==> config.mk <==
export PLATFORM = sky130hd
export DESIGN_NAME = bcl_breaker_cmd
export DESIGN_NICKNAME = d
export VERILOG_FILES = /design/src/design/bcl_pkg.sv /design/src/design/bcl_fail_timer.sv /design/src/design/bcl_led_cell.sv /design/src/design/bcl_breaker_cmd.sv
export VERILOG_INCLUDE_DIRS = /design/src /design/src/design
export SDC_FILE = /design/constraint.sdc
export NUM_CORES = 1
export LEC_CHECK = 0
export BUFFER_PORTS_ARGS = -buffer_cell sky130_fd_sc_hd__buf_2
export CELL_PAD_IN_SITES_DETAIL_PLACEMENT = 0
export CELL_PAD_IN_SITES_GLOBAL_PLACEMENT = 1
export CORE_MARGIN = 10
export CORE_UTILIZATION = 39
export DETAILED_ROUTE_END_ITERATION = 16
export PLACE_DENSITY_LB_ADDON = 0.1
export SYNTH_ARGS = -nofsm -noshare
export SYNTH_HDL_FRONTEND = slang
export SYNTH_SLANG_ARGS = --single-unit
==> constraint.sdc <==
create_clock -name clk_in -period 9.2 [get_ports clk_in]
set_input_delay 2.3 -clock clk_in [delete_from_list [all_inputs] [get_ports clk_in]]
set_output_delay 2.3 -clock clk_in [all_outputs]
set_load 0.005 [all_outputs]
==> src/design/bcl_regs.svh <==
// Purpose: constants for the breaker command and led target block
// Assumes: 40 MHz clk_in
// Notes: times kept in ms, cycle counts derived where used
`ifndef BCL_REGS_SVH
`define BCL_REGS_SVH

`define BCL_CLK_KHZ 40000
`define BCL_MIN_OPEN_MS 100
`define BCL_RUN_A_MS 2
`define BCL_RUN_B_MS 10
`define BCL_RUN_C_MS 20
`define BCL_BLINK_MS 250
`define BCL_NUM_LEDS 16
`define BCL_OR_W 8
`define BCL_NUM_BTN 7
`define BCL_NUM_AUX 6
`define BCL_NUM_SECT 8
`define BCL_SRC_BUTTON 0
`define BCL_SRC_COMMS 1
`define BCL_SRC_INPUT 2

`endif

==> src/design/bcl_pkg.sv <==
// Purpose: types shared by the breaker command block
// Assumes: nothing
// Notes: panel states gray coded along idle-select-arm-exec
package bcl_pkg;
   typedef enum logic [1:0] {
      BCL_IDLE = 2'h0,
      BCL_SEL = 2'h1,
      BCL_ARM = 2'h3,
      BCL_EXEC = 2'h2
   } bcl_panel_e;

   typedef enum logic [1:0] {
      BCL_CYC_2MS = 2'h0,
      BCL_CYC_10MS = 2'h1,
      BCL_CYC_20MS = 2'h2,
      BCL_CYC_OFF = 2'h3
   } bcl_cycle_e;

   typedef logic [15:0] bcl_ms_t;
endpackage

==> src/design/bcl_fail_timer.sv <==
// Purpose: command failure supervision for one command type
// Assumes: ms_tick_in is a one-cycle pulse every millisecond
// Notes: flag stays until the next command of this type
`timescale 1ns/100ps
`default_nettype none
module bcl_fail_timer (
   input wire logic clk_in,                  // clock
   input wire logic resetn_in,               // async reset, low
   input wire logic ce_in,                   // clock enable
   input wire logic ms_tick_in,              // 1 ms pulse
   input wire logic start_in,                // command issued
   input wire logic stop_in,                 // breaker changed state
   input wire bcl_pkg::bcl_ms_t limit_in,    // failure time in ms
   output logic fail_out                     // command failure flag
);
   logic run_q;
   bcl_pkg::bcl_ms_t cnt_q;
   logic expire;

   assign expire = run_q && ms_tick_in && (cnt_q + 16'h0001 >= limit_in);

   always_ff @(posedge clk_in or negedge resetn_in) begin
      if (!resetn_in) begin
         run_q <= 1'b0;
         cnt_q <= 16'h0000;
      end else if (ce_in) begin
         if (start_in) begin
            run_q <= 1'b1;
            cnt_q <= 16'h0000;
         end else if (stop_in || expire) begin
            run_q <= 1'b0;
         end else if (run_q && ms_tick_in) begin
            cnt_q <= cnt_q + 16'h0001;
         end
      end
   end

   always_ff @(posedge clk_in or negedge resetn_in) begin
      if (!resetn_in) begin
         fail_out <= 1'b0;
      end else if (ce_in) begin
         if (expire) begin
            fail_out <= 1'b1;
         end else if (start_in) begin
            fail_out <= 1'b0;
         end
      end
   end
endmodule
`default_nettype wire

==> src/design/bcl_led_cell.sv <==
// Purpose: one user led target cell
// Assumes: inputs already chosen from the signal set
// Notes: latch lives in flops only, so power loss clears it
`timescale 1ns/100ps
`default_nettype none
module bcl_led_cell (
   input wire logic clk_in,        // clock
   input wire logic resetn_in,     // async reset, low
   input wire logic ce_in,         // clock enable
   input wire logic [7:0] or_in,   // or block inputs
   input wire logic [7:0] or_en_in, // or input selects
   input wire logic single_in,     // single block input
   input wire logic and_mode_in,   // 1 joins blocks by and
   input wire logic latch_en_in,   // led is latched
   input wire logic clear_in,      // led latch clear pulse
   input wire logic lamp_in,       // force on
   output logic led_out            // led drive
);
   logic grp;
   logic comb;
   logic latch_q;

   assign grp = |(or_in & or_en_in);
   assign comb = and_mode_in ? (grp & single_in) : (grp | single_in);

   // set wins over clear so a live event is never lost
   always_ff @(posedge clk_in or negedge resetn_in) begin
      if (!resetn_in) begin
         latch_q <= 1'b0;
      end else if (ce_in) begin
         latch_q <= latch_en_in & ((latch_q & ~clear_in) | comb);
      end
   end

   always_ff @(posedge clk_in or negedge resetn_in) begin
      if (!resetn_in) begin
         led_out <= 1'b0;
      end else if (ce_in) begin
         led_out <= lamp_in | comb | latch_q;
      end
   end
endmodule
`default_nettype wire

==> src/design/bcl_breaker_cmd.sv <==
// Purpose: breaker open/close contacts, failure supervision, led targets
// Assumes: all inputs synchronous to clk_in; panel keys are one-cycle presses
// Notes: long counts are parameters so simulation can shorten them
`include "bcl_regs.svh"
`timescale 1ns/100ps
`default_nettype none
module bcl_breaker_cmd #(
   parameter int MS_CYC = `BCL_CLK_KHZ,
   parameter int MIN_OPEN_CYC = `BCL_MIN_OPEN_MS * `BCL_CLK_KHZ
) (
   input wire logic clk_in,                   // 40 MHz clock
   input wire logic resetn_in,                // async reset, low
   input wire logic ce_in,                    // clock enable
   input wire logic prot_trip_in,             // protection trip
   input wire logic prot_pickup_in,           // protection pickup
   input wire logic trip_block_in,            // trip blocking control
   input wire logic recl_close_in,            // recloser close command
   input wire logic remote_open_in,           // manual open, comms
   input wire logic remote_close_in,          // manual close, comms
   input wire logic breaker_closed_in,        // breaker position
   input wire bcl_pkg::bcl_ms_t open_fail_ms_in,  // open failure time
   input wire bcl_pkg::bcl_ms_t close_fail_ms_in, // close failure time
   input wire logic key_breaker_in,           // breaker select key
   input wire logic [5:0] user_button_in,     // user_button_first..sixth
   input wire logic key_close_in,             // close key
   input wire logic key_open_in,              // open key
   input wire logic key_confirm_in,           // confirm key
   input wire logic key_cancel_in,            // cancel key
   input wire logic [5:0] elem_state_in,      // user element states
   input wire logic [6:0] colour_red_in,      // red when element on
   input wire logic [127:0] led_or_in,        // or inputs, 8 per led
   input wire logic [127:0] led_or_en_in,     // or input selects
   input wire logic [15:0] led_single_in,     // single inputs
   input wire logic [15:0] led_and_mode_in,   // and join per led
   input wire logic [15:0] led_latch_in,      // latched per led
   input wire logic [2:0] clr_src_en_in,      // clear source enables
   input wire logic clr_button_in,            // clear from button
   input wire logic clr_comms_in,             // clear from comms
   input wire logic indicator_clear_input_in, // clear digital input
   input wire logic clr_menu_in,              // clear menu command
   input wire logic indicator_clear_key_in,   // clear key held
   input wire logic reset_screen_in,          // clear screen shown
   input wire logic ready_in,                 // device ready
   input wire logic [15:0] sect_prio_in,      // 2-bit cycle per section
   output logic open_contact_one_out,         // open contact 1
   output logic open_contact_two_out,         // open contact 2
   output logic close_contact_one_out,        // close contact 1
   output logic close_contact_two_out,        // close contact 2
   output logic trip_flag_out,                // internal trip
   output logic masked_trip_out,              // masked trip
   output logic prot_reset_out,               // reset protection pulse
   output logic open_fail_out,                // open command failure
   output logic close_fail_out,               // close command failure
   output logic [5:0] aux_contact_out,        // aux_contact_first..sixth
   output logic [15:0] led_out,               // user leds
   output logic [6:0] btn_red_out,            // button leds red
   output logic [6:0] btn_green_out,          // button leds green
   output logic ready_led_out,                // ready indicator
   output logic [7:0] sect_run_out            // section run strobes
);
   // ---------------------------------------------------------------
   // millisecond time base and run cycles
   // ---------------------------------------------------------------
   localparam logic [4:0] RUN_A = 5'(`BCL_RUN_A_MS);
   localparam logic [4:0] RUN_B = 5'(`BCL_RUN_B_MS);
   localparam logic [4:0] RUN_C = 5'(`BCL_RUN_C_MS);
   localparam logic [8:0] BLINK = 9'(`BCL_BLINK_MS);

   function automatic logic [4:0] cyc_next(input logic [4:0] cnt, input logic [4:0] per);
      cyc_next = (cnt == per - 5'h01) ? 5'h00 : cnt + 5'h01;
   endfunction

   function automatic logic cyc_hit(input logic [4:0] cnt, input logic [4:0] per);
      cyc_hit = (cnt == per - 5'h01);
   endfunction

   logic [15:0] ms_cnt_q;
   logic ms_tick;
   logic [4:0] cyc_a_q;
   logic [4:0] cyc_b_q;
   logic [4:0] cyc_c_q;
   logic [3:0] run_hit;

   assign ms_tick = (ms_cnt_q == 16'(MS_CYC - 1));
   assign run_hit = {1'b0, ms_tick & cyc_hit(cyc_c_q, RUN_C),
                     ms_tick & cyc_hit(cyc_b_q, RUN_B), ms_tick & cyc_hit(cyc_a_q, RUN_A)};

   always_ff @(posedge clk_in or negedge resetn_in) begin
      if (!resetn_in) begin
         ms_cnt_q <= 16'h0000;
      end else if (ce_in) begin
         ms_cnt_q <= ms_tick ? 16'h0000 : ms_cnt_q + 16'h0001;
      end
   end

   always_ff @(posedge clk_in or negedge resetn_in) begin
      if (!resetn_in) begin
         cyc_a_q <= 5'h00;
         cyc_b_q <= 5'h00;
         cyc_c_q <= 5'h00;
      end else if (ce_in && ms_tick) begin
         cyc_a_q <= cyc_next(cyc_a_q, RUN_A);
         cyc_b_q <= cyc_next(cyc_b_q, RUN_B);
         cyc_c_q <= cyc_next(cyc_c_q, RUN_C);
      end
   end

   // each section takes exactly one cycle; code 3 parks it
   always_ff @(posedge clk_in or negedge resetn_in) begin
      if (!resetn_in) begin
         sect_run_out <= 8'h00;
      end else if (ce_in) begin
         for (int i = 0; i < `BCL_NUM_SECT; i++) begin
            sect_run_out[i] <= run_hit[sect_prio_in[2*i +: 2]];
         end
      end
   end

   // ---------------------------------------------------------------
   // front panel selection and confirmation
   // ---------------------------------------------------------------
   bcl_pkg::bcl_panel_e pnl_q;
   logic [2:0] sel_q;
   logic cmd_close_q;
   logic man_open_q;
   logic man_close_q;
   logic any_user;
   logic [2:0] user_idx;

   assign any_user = |user_button_in;

   always_comb begin
      user_idx = 3'h1;
      for (int i = 5; i >= 0; i--) begin
         if (user_button_in[i]) begin
            user_idx = 3'(i + 1);
         end
      end
   end

   always_ff @(posedge clk_in or negedge resetn_in) begin
      if (!resetn_in) begin
         pnl_q <= bcl_pkg::BCL_IDLE;
         sel_q <= 3'h0;
         cmd_close_q <= 1'b0;
      end else if (ce_in) begin
         case (pnl_q)
            bcl_pkg::BCL_IDLE: begin
               if (key_breaker_in) begin
                  sel_q <= 3'h0;
                  pnl_q <= bcl_pkg::BCL_SEL;
               end else if (any_user) begin
                  sel_q <= user_idx;
                  pnl_q <= bcl_pkg::BCL_SEL;
               end
            end
            bcl_pkg::BCL_SEL: begin
               if (key_cancel_in) begin
                  pnl_q <= bcl_pkg::BCL_IDLE;
               end else if (key_close_in || key_open_in) begin
                  cmd_close_q <= key_close_in;
                  pnl_q <= bcl_pkg::BCL_ARM;
               end
            end
            bcl_pkg::BCL_ARM: begin
               // nothing moves until the operator confirms
               if (key_cancel_in) begin
                  pnl_q <= bcl_pkg::BCL_IDLE;
               end else if (key_confirm_in) begin
                  pnl_q <= bcl_pkg::BCL_EXEC;
               end
            end
            bcl_pkg::BCL_EXEC: begin
               pnl_q <= bcl_pkg::BCL_IDLE;
            end
            default: begin
               pnl_q <= bcl_pkg::BCL_IDLE;
            end
         endcase
      end
   end

   // manual commands are one-cycle pulses; the contact logic stretches them
   always_ff @(posedge clk_in or negedge resetn_in) begin
      if (!resetn_in) begin
         man_open_q <= 1'b0;
         man_close_q <= 1'b0;
      end else if (ce_in) begin
         man_open_q <= (pnl_q == bcl_pkg::BCL_EXEC) && (sel_q == 3'h0)
                       && !cmd_close_q && breaker_closed_in;
         man_close_q <= (pnl_q == bcl_pkg::BCL_EXEC) && (sel_q == 3'h0)
                        && cmd_close_q && !breaker_closed_in;
      end
   end

   always_ff @(posedge clk_in or negedge resetn_in) begin
      if (!resetn_in) begin
         aux_contact_out <= 6'h00;
      end else if (ce_in && pnl_q == bcl_pkg::BCL_EXEC && sel_q != 3'h0) begin
         aux_contact_out[sel_q - 3'h1] <= cmd_close_q;
      end
   end

   // ---------------------------------------------------------------
   // open logic, trip blocking and minimum pulse
   // ---------------------------------------------------------------
   logic open_req;
   logic close_req;
   logic block_q;
   logic block_rise;
   logic open_act_q;
   logic close_act_q;
   logic [22:0] open_cnt_q;
   logic [22:0] close_cnt_q;
   logic kill;

   assign open_req = prot_trip_in | man_open_q | remote_open_in;
   assign close_req = recl_close_in | man_close_q | remote_close_in;
   assign block_rise = trip_block_in & ~block_q;
   assign kill = block_rise & (open_act_q | trip_flag_out);

   always_ff @(posedge clk_in or negedge resetn_in) begin
      if (!resetn_in) begin
         block_q <= 1'b0;
         prot_reset_out <= 1'b0;
      end else if (ce_in) begin
         block_q <= trip_block_in;
         prot_reset_out <= kill;
      end
   end

   // flags follow the trip even when the contacts are blocked
   always_ff @(posedge clk_in or negedge resetn_in) begin
      if (!resetn_in) begin
         trip_flag_out <= 1'b0;
         masked_trip_out <= 1'b0;
      end else if (ce_in) begin
         trip_flag_out <= prot_trip_in & ~kill;
         masked_trip_out <= prot_trip_in & ~kill
                            & (trip_block_in | prot_pickup_in);
      end
   end

   // blocking wins over the minimum pulse
   always_ff @(posedge clk_in or negedge resetn_in) begin
      if (!resetn_in) begin
         open_act_q <= 1'b0;
         open_cnt_q <= 23'h00_0000;
      end else if (ce_in) begin
         if (trip_block_in) begin
            open_act_q <= 1'b0;
            open_cnt_q <= 23'h00_0000;
         end else if (open_req) begin
            open_act_q <= 1'b1;
            open_cnt_q <= 23'(MIN_OPEN_CYC - 1);
         end else if (open_cnt_q != 23'h00_0000) begin
            open_cnt_q <= open_cnt_q - 23'h00_0001;
         end else begin
            open_act_q <= 1'b0;
         end
      end
   end

   // close gets the same stretch so a manual pulse closes reliably
   always_ff @(posedge clk_in or negedge resetn_in) begin
      if (!resetn_in) begin
         close_act_q <= 1'b0;
         close_cnt_q <= 23'h00_0000;
      end else if (ce_in) begin
         if (open_act_q || open_req) begin
            close_act_q <= 1'b0;
            close_cnt_q <= 23'h00_0000;
         end else if (close_req) begin
            close_act_q <= 1'b1;
            close_cnt_q <= 23'(MIN_OPEN_CYC - 1);
         end else if (close_cnt_q != 23'h00_0000) begin
            close_cnt_q <= close_cnt_q - 23'h00_0001;
         end else begin
            close_act_q <= 1'b0;
         end
      end
   end

   assign open_contact_one_out = open_act_q;
   assign open_contact_two_out = open_act_q;
   assign close_contact_one_out = close_act_q;
   assign close_contact_two_out = close_act_q;

   // ---------------------------------------------------------------
   // command failure supervision
   // ---------------------------------------------------------------
   logic brk_q;
   logic open_prev_q;
   logic close_prev_q;
   logic brk_change;

   assign brk_change = breaker_closed_in ^ brk_q;

   always_ff @(posedge clk_in or negedge resetn_in) begin
      if (!resetn_in) begin
         brk_q <= 1'b0;
         open_prev_q <= 1'b0;
         close_prev_q <= 1'b0;
      end else if (ce_in) begin
         brk_q <= breaker_closed_in;
         open_prev_q <= open_req & ~trip_block_in;
         close_prev_q <= close_req;
      end
   end

   bcl_fail_timer u_open_fail (
      .clk_in(clk_in),
      .resetn_in(resetn_in),
      .ce_in(ce_in),
      .ms_tick_in(ms_tick),
      .start_in(open_req & ~trip_block_in & ~open_prev_q),
      .stop_in(brk_change),
      .limit_in(open_fail_ms_in),
      .fail_out(open_fail_out)
   );

   bcl_fail_timer u_close_fail (
      .clk_in(clk_in),
      .resetn_in(resetn_in),
      .ce_in(ce_in),
      .ms_tick_in(ms_tick),
      .start_in(close_req & ~close_prev_q),
      .stop_in(brk_change),
      .limit_in(close_fail_ms_in),
      .fail_out(close_fail_out)
   );

   // ---------------------------------------------------------------
   // led targets, clear and lamp test
   // ---------------------------------------------------------------
   logic lamp;
   logic lamp_q;
   logic led_clear;

   assign lamp = indicator_clear_key_in & reset_screen_in;
   assign led_clear = clr_menu_in
                      | (clr_src_en_in[`BCL_SRC_BUTTON] & clr_button_in)
                      | (clr_src_en_in[`BCL_SRC_COMMS] & clr_comms_in)
                      | (clr_src_en_in[`BCL_SRC_INPUT] & indicator_clear_input_in)
                      | (lamp_q & ~lamp);

   always_ff @(posedge clk_in or negedge resetn_in) begin
      if (!resetn_in) begin
         lamp_q <= 1'b0;
      end else if (ce_in) begin
         lamp_q <= lamp;
      end
   end

   for (genvar g = 0; g < `BCL_NUM_LEDS; g++) begin : g_led
      bcl_led_cell u_cell (
         .clk_in(clk_in),
         .resetn_in(resetn_in),
         .ce_in(ce_in),
         .or_in(led_or_in[g*`BCL_OR_W +: `BCL_OR_W]),
         .or_en_in(led_or_en_in[g*`BCL_OR_W +: `BCL_OR_W]),
         .single_in(led_single_in[g]),
         .and_mode_in(led_and_mode_in[g]),
         .latch_en_in(led_latch_in[g]),
         .clear_in(led_clear),
         .lamp_in(lamp),
         .led_out(led_out[g])
      );
   end

   // ready lamp bypasses the cells entirely
   always_ff @(posedge clk_in or negedge resetn_in) begin
      if (!resetn_in) begin
         ready_led_out <= 1'b0;
      end else if (ce_in) begin
         ready_led_out <= ready_in | lamp;
      end
   end

   // ---------------------------------------------------------------
   // button leds
   // ---------------------------------------------------------------
   logic [8:0] blink_cnt_q;
   logic blink_q;
   logic [6:0] elem_on;

   assign elem_on = {elem_state_in, breaker_closed_in};

   always_ff @(posedge clk_in or negedge resetn_in) begin
      if (!resetn_in) begin
         blink_cnt_q <= 9'h000;
         blink_q <= 1'b0;
      end else if (ce_in && ms_tick) begin
         if (blink_cnt_q == BLINK - 9'h001) begin
            blink_cnt_q <= 9'h000;
            blink_q <= ~blink_q;
         end else begin
            blink_cnt_q <= blink_cnt_q + 9'h001;
         end
      end
   end

   always_ff @(posedge clk_in or negedge resetn_in) begin
      if (!resetn_in) begin
         btn_red_out <= 7'h00;
         btn_green_out <= 7'h00;
      end else if (ce_in) begin
         for (int i = 0; i < `BCL_NUM_BTN; i++) begin
            if (lamp) begin
               btn_red_out[i] <= 1'b1;
               btn_green_out[i] <= 1'b1;
            end else if (pnl_q != bcl_pkg::BCL_IDLE && sel_q == 3'(i) && blink_q) begin
               btn_red_out[i] <= 1'b0;
               btn_green_out[i] <= 1'b0;
            end else begin
               btn_red_out[i] <= ~(elem_on[i] ^ colour_red_in[i]);
               btn_green_out[i] <= elem_on[i] ^ colour_red_in[i];
            end
         end
      end
   end
endmodule
`default_nettype wire

==> flow_metrics.py <==
metrics = {
    "critical_path": {
        "critical_path_class": "in2reg",
        "critPathMaxFanout": 50,
        "worstRegToRegCells": 14,
        "crit_top_cell": "or2_2",
        "cp-start-kind": "primary input",
        "cp.arrival_ns": 4.86,
        "crit_slowest_cell": "or2_2",
        "required_ns": 9.61,
        "crit_chain": "buf_4 > nand3_2 > or2_2 > nor2_1 > nand3_1 > or2_2 > o31ai_1",
        "r2r_end": "u_close_fail.cnt_q[1]",
        "timing.reg2reg.setup_slack_ns": 5.25,
        "cp_slowest_stage_delay_ns": 0.53,
        "endpoint_kind": "flip-flop",
        "worst_r2r_startpoint": "u_close_fail.cnt_q[2]",
    },
    "sta": {
        "slew_headroom_pct": 17.56,
        "tightest_slew_ns": 1.219,
        "hold_ws_ns": 0.4693,
        "fin_setup_tns_ns": 0,
        "clock.fmax_mhz": 225.0,
        "layout_min_cycle_time_ns": 4.444,
        "final-setup-viol-count": 0,
        "rsz0062_at_grt": "false",
        "drv_slew": 0,
        "period_share_pct": 48.31,
        "fin_skew_ns": 0.01591,
        "finalHoldViolCount": 0,
    },
    "hold_path": {
        "min_path_cells": 1,
        "hp-class": "reg2reg",
        "hp-start": "blink_cnt_q[8]",
        "min_to": "blink_cnt_q[8]",
    },
    "floorplan": {
        "core_area_sq_mm": 0.03043,
        "initial_core_util_pct": 39.26,
        "floorplan.rows": 64,
        "die_y_um": 195.0,
        "die_w_um": 195.0,
        "num_io_pins": 450,
        "dieArea_sq_mm": 0.03803,
    },
    "route": {
        "ant_nets": 0,
        "wl_met3_um": 3806,
        "wl_met1_um": 20000,
        "wl_um": 44600,
        "highest_layer": "met5",
        "drc": 0,
        "wl_met2_um": 20240,
        "drt_first_pass_iters": 4,
        "num_vias": 11510,
        "viasPerCell": 5.379,
        "dr.first_iter.drc_count": 824,
        "wire_per_inst_um": 20.84,
    },
    "placed_design": {
        "dp_hpwl_um": 36120,
        "port_buffers": 449,
        "gp_congestion": 1.001,
        "place_area_sq_mm": 0.01445,
        "placedCellCount": 2092,
    },
    "synth": {
        "synthSimpleGateAreaFrac_pct": 18.42,
        "synth-warning-count": 0,
        "ys.flop_type": "dfrtp_1",
        "synth.area.mux_share_pct": 1.121,
        "synth-compound-area-share_pct": 21.95,
        "synth_top_family_by_area": "compound AO/OA/AOI/OAI gates",
        "synth-seq-cells": 202,
        "synthAdderAreaFrac_pct": 6.473,
        "syn_nets": 1750,
        "synth-xor-area-share_pct": 4.545,
        "syn_avg_cell_area_sq_um": 9.154,
        "synth_edf_count": 0,
        "yosys.cell_types.count": 65,
        "seq_area_frac_synth_pct": 42.31,
        "syn_inst": 1305,
        "syn_area_sq_mm": 0.01195,
        "ys_async_sr_fraction_pct": 100.0,
    },
    "cts": {
        "htreeDepth": 1,
        "worstSkewPairLatency_ns": 0.51,
        "cts_tree": "built",
        "root_buffer": "clkbuf_16",
        "post_cts_buffers": 0,
        "cts-buffers-inserted": 24,
        "cts.sinks": 202,
        "cts_resized": 0,
        "path_clk_slew_ns": 0.06,
        "ctsHoldBuffers": 0,
        "cts_max_path_buffers": 3,
    },
    "pwr": {
        "p_per_area_mw_per_mm2": 163.4,
        "ir_drop_mv": 0.09971,
        "p_leak_uw": 0.007459,
        "power_uw": 2504,
    },
    "grt": {
        "antenna_found_initial": 14,
        "grt_pass1_wl_um": 69010,
        "grt_max_degree": 86,
        "grt_usage_pct": 22.50,
        "grt-ovfl-total": 0,
        "grt_pass1_vias": 11930,
    },
    "final_layout": {
        "fin_area_sq_mm": 0.01533,
        "drive_gt1_share_pct": 30.82,
        "syn_to_final_growth_pct": 28.33,
        "finalNonFillerCells": 2140,
        "fin_nets": 2167,
    },
    "flow_run": {
        "cap_violations": 0,
    },
    "outcome": {
        "status": "finished clean",
    },
}
## metrics by stage
stage               setup WS (ns)  util, %
floorplan                   4.906        -
global placement            4.357    47.49
detailed placement          4.210    47.49
CTS                         4.734    50.34
global route                4.502    50.35
finish                      4.756    50.38
## worst max-delay path, delay by kind of cell
kind	cells	cell delay (ns)
AND/OR/NAND/NOR	5	1.87
AO/OA/AOI/OAI	1	0.24
buffers and inverters	1	0.41
## cells by family after synthesis
group	count (synthesis)
fa+ha+maj	65
xor+xnor	62
buf+inv	142
mux	12
simple gates	444
flops	202
compound gates	378
## flip-flops by register name, summed over array words and instances, names as in the netlist, 2 cells and up
signal	count
cyc_c_q	5
cyc_b_q	5
sel_q	3
u_open_fail.cnt_q	16
sect_run_out	8
close_cnt_q	23
g_led.u_cell.latch_q	16
open_cnt_q	23
blink_cnt_q	9
ms_cnt_q	16
aux_contact_out	6
u_close_fail.cnt_q	16
cyc_a_q	5
g_led.u_cell.led_out	16
btn_red_out	7
btn_green_out	7
pnl_q	2
## where the power goes
group          internal (uW)  switching, uW  total [uW]
combinational            201            235         436
clock                    652            379        1030
sequential               965           71.7        1040
## worst max path at each step
| stage | from | to | slack, ns | cells after the start |
|---|---|---|---|---|
| finish | ce_in | u_close_fail.cnt_q[14] | 4.76 | 7 |
| CTS | ce_in | u_close_fail.cnt_q[13] | 4.73 | 7 |
| global route | ce_in | u_close_fail.cnt_q[13] | 4.50 | 7 |
| floorplan | open_fail_ms_in[15] | u_open_fail.cnt_q[2] | 4.91 | 10 |
| detailed placement | ce_in | u_close_fail.cnt_q[13] | 4.21 | 7 |
| global placement | ce_in | u_close_fail.cnt_q[6] | 4.36 | 7 |
## cell usage after synthesis, types with 6 or more instances
master,count,share of area [%]
and2_1,6,0.31
o31ai_1,13,0.82
clkbuf_1,38,1.2
a32o_1,19,1.6
nor4_1,16,0.84
o22a_1,22,1.6
a31oi_1,16,0.84
ha_1,49,5.1
xor2_1,19,1.4
o32a_1,16,1.3
o21a_1,7,0.44
nand2b_1,12,0.63
inv_1,73,2.3
a22oi_1,67,4.2
and3_1,12,0.63
a22o_1,16,1.2
a21oi_1,82,3.4
o21ai_0,61,2.6
nor3_1,36,1.5
nor2_1,110,3.5
dfrtp_1,202,42
or2_2,13,0.68
o211ai_1,10,0.63
maj3_1,16,1.3
nor3b_1,10,0.63
nand3_1,26,1.1
nand2_1,122,3.8
or3_1,19,0.99
buf_4,19,1.2
a21o_1,18,1.1
xnor2_1,43,3.2
nand4_1,35,1.8
mux2_2,11,1.0
## metal layers
metal | GRT usage [%] | up-vias
li1 | - | 5638
met1 | 30.05 | 5478
met2 | 35.94 | 335
met3 | 6.800 | 52
met4 | 3.083 | 8
met5 | 0 | -
## cell type report
| type | instances | area (sq um) |
|---|---|---|
| flip-flops and latches | 202 | 5055 |
| multi-input cells | 961 | 6290 |
| clock inverters | 11 | 155.1 |
| repair buffers | 459 | 2333 |
| well taps | 396 | 495.5 |
| diodes | 5 | 12.51 |
| clock buffers | 32 | 711.9 |
| fillers | 2953 | 15100 |
| inverters | 74 | 277.8 |
## cell usage in the layout, fill, tap and decap left out, types with 6 or more instances in the layout
cell / n
a21o_1: 18
a31oi_1: 16
inv_1: 73
xor2_1: 19
nand3_1: 26
nor3_1: 34
nand4_1: 35
clkbuf_16: 25
nand2b_1: 12
nand2_1: 122
o21a_1: 7
o22a_1: 22
o21ai_0: 61
nor2_1: 109
o31ai_1: 13
dfrtp_1: 202
or3_1: 19
a22o_1: 16
ha_1: 49
nor3b_1: 10
buf_4: 11
buf_2: 447
and2_1: 6
nor4_1: 16
a22oi_1: 67
clkbuf_8: 7
o211ai_1: 10
maj3_1: 16
xnor2_1: 43
mux2_2: 11
and3_1: 12
a32o_1: 19
a21oi_1: 81
clkinv_2: 7
or2_2: 13
o32a_1: 16
No activity file was read; power rests on OpenSTA's default activity.
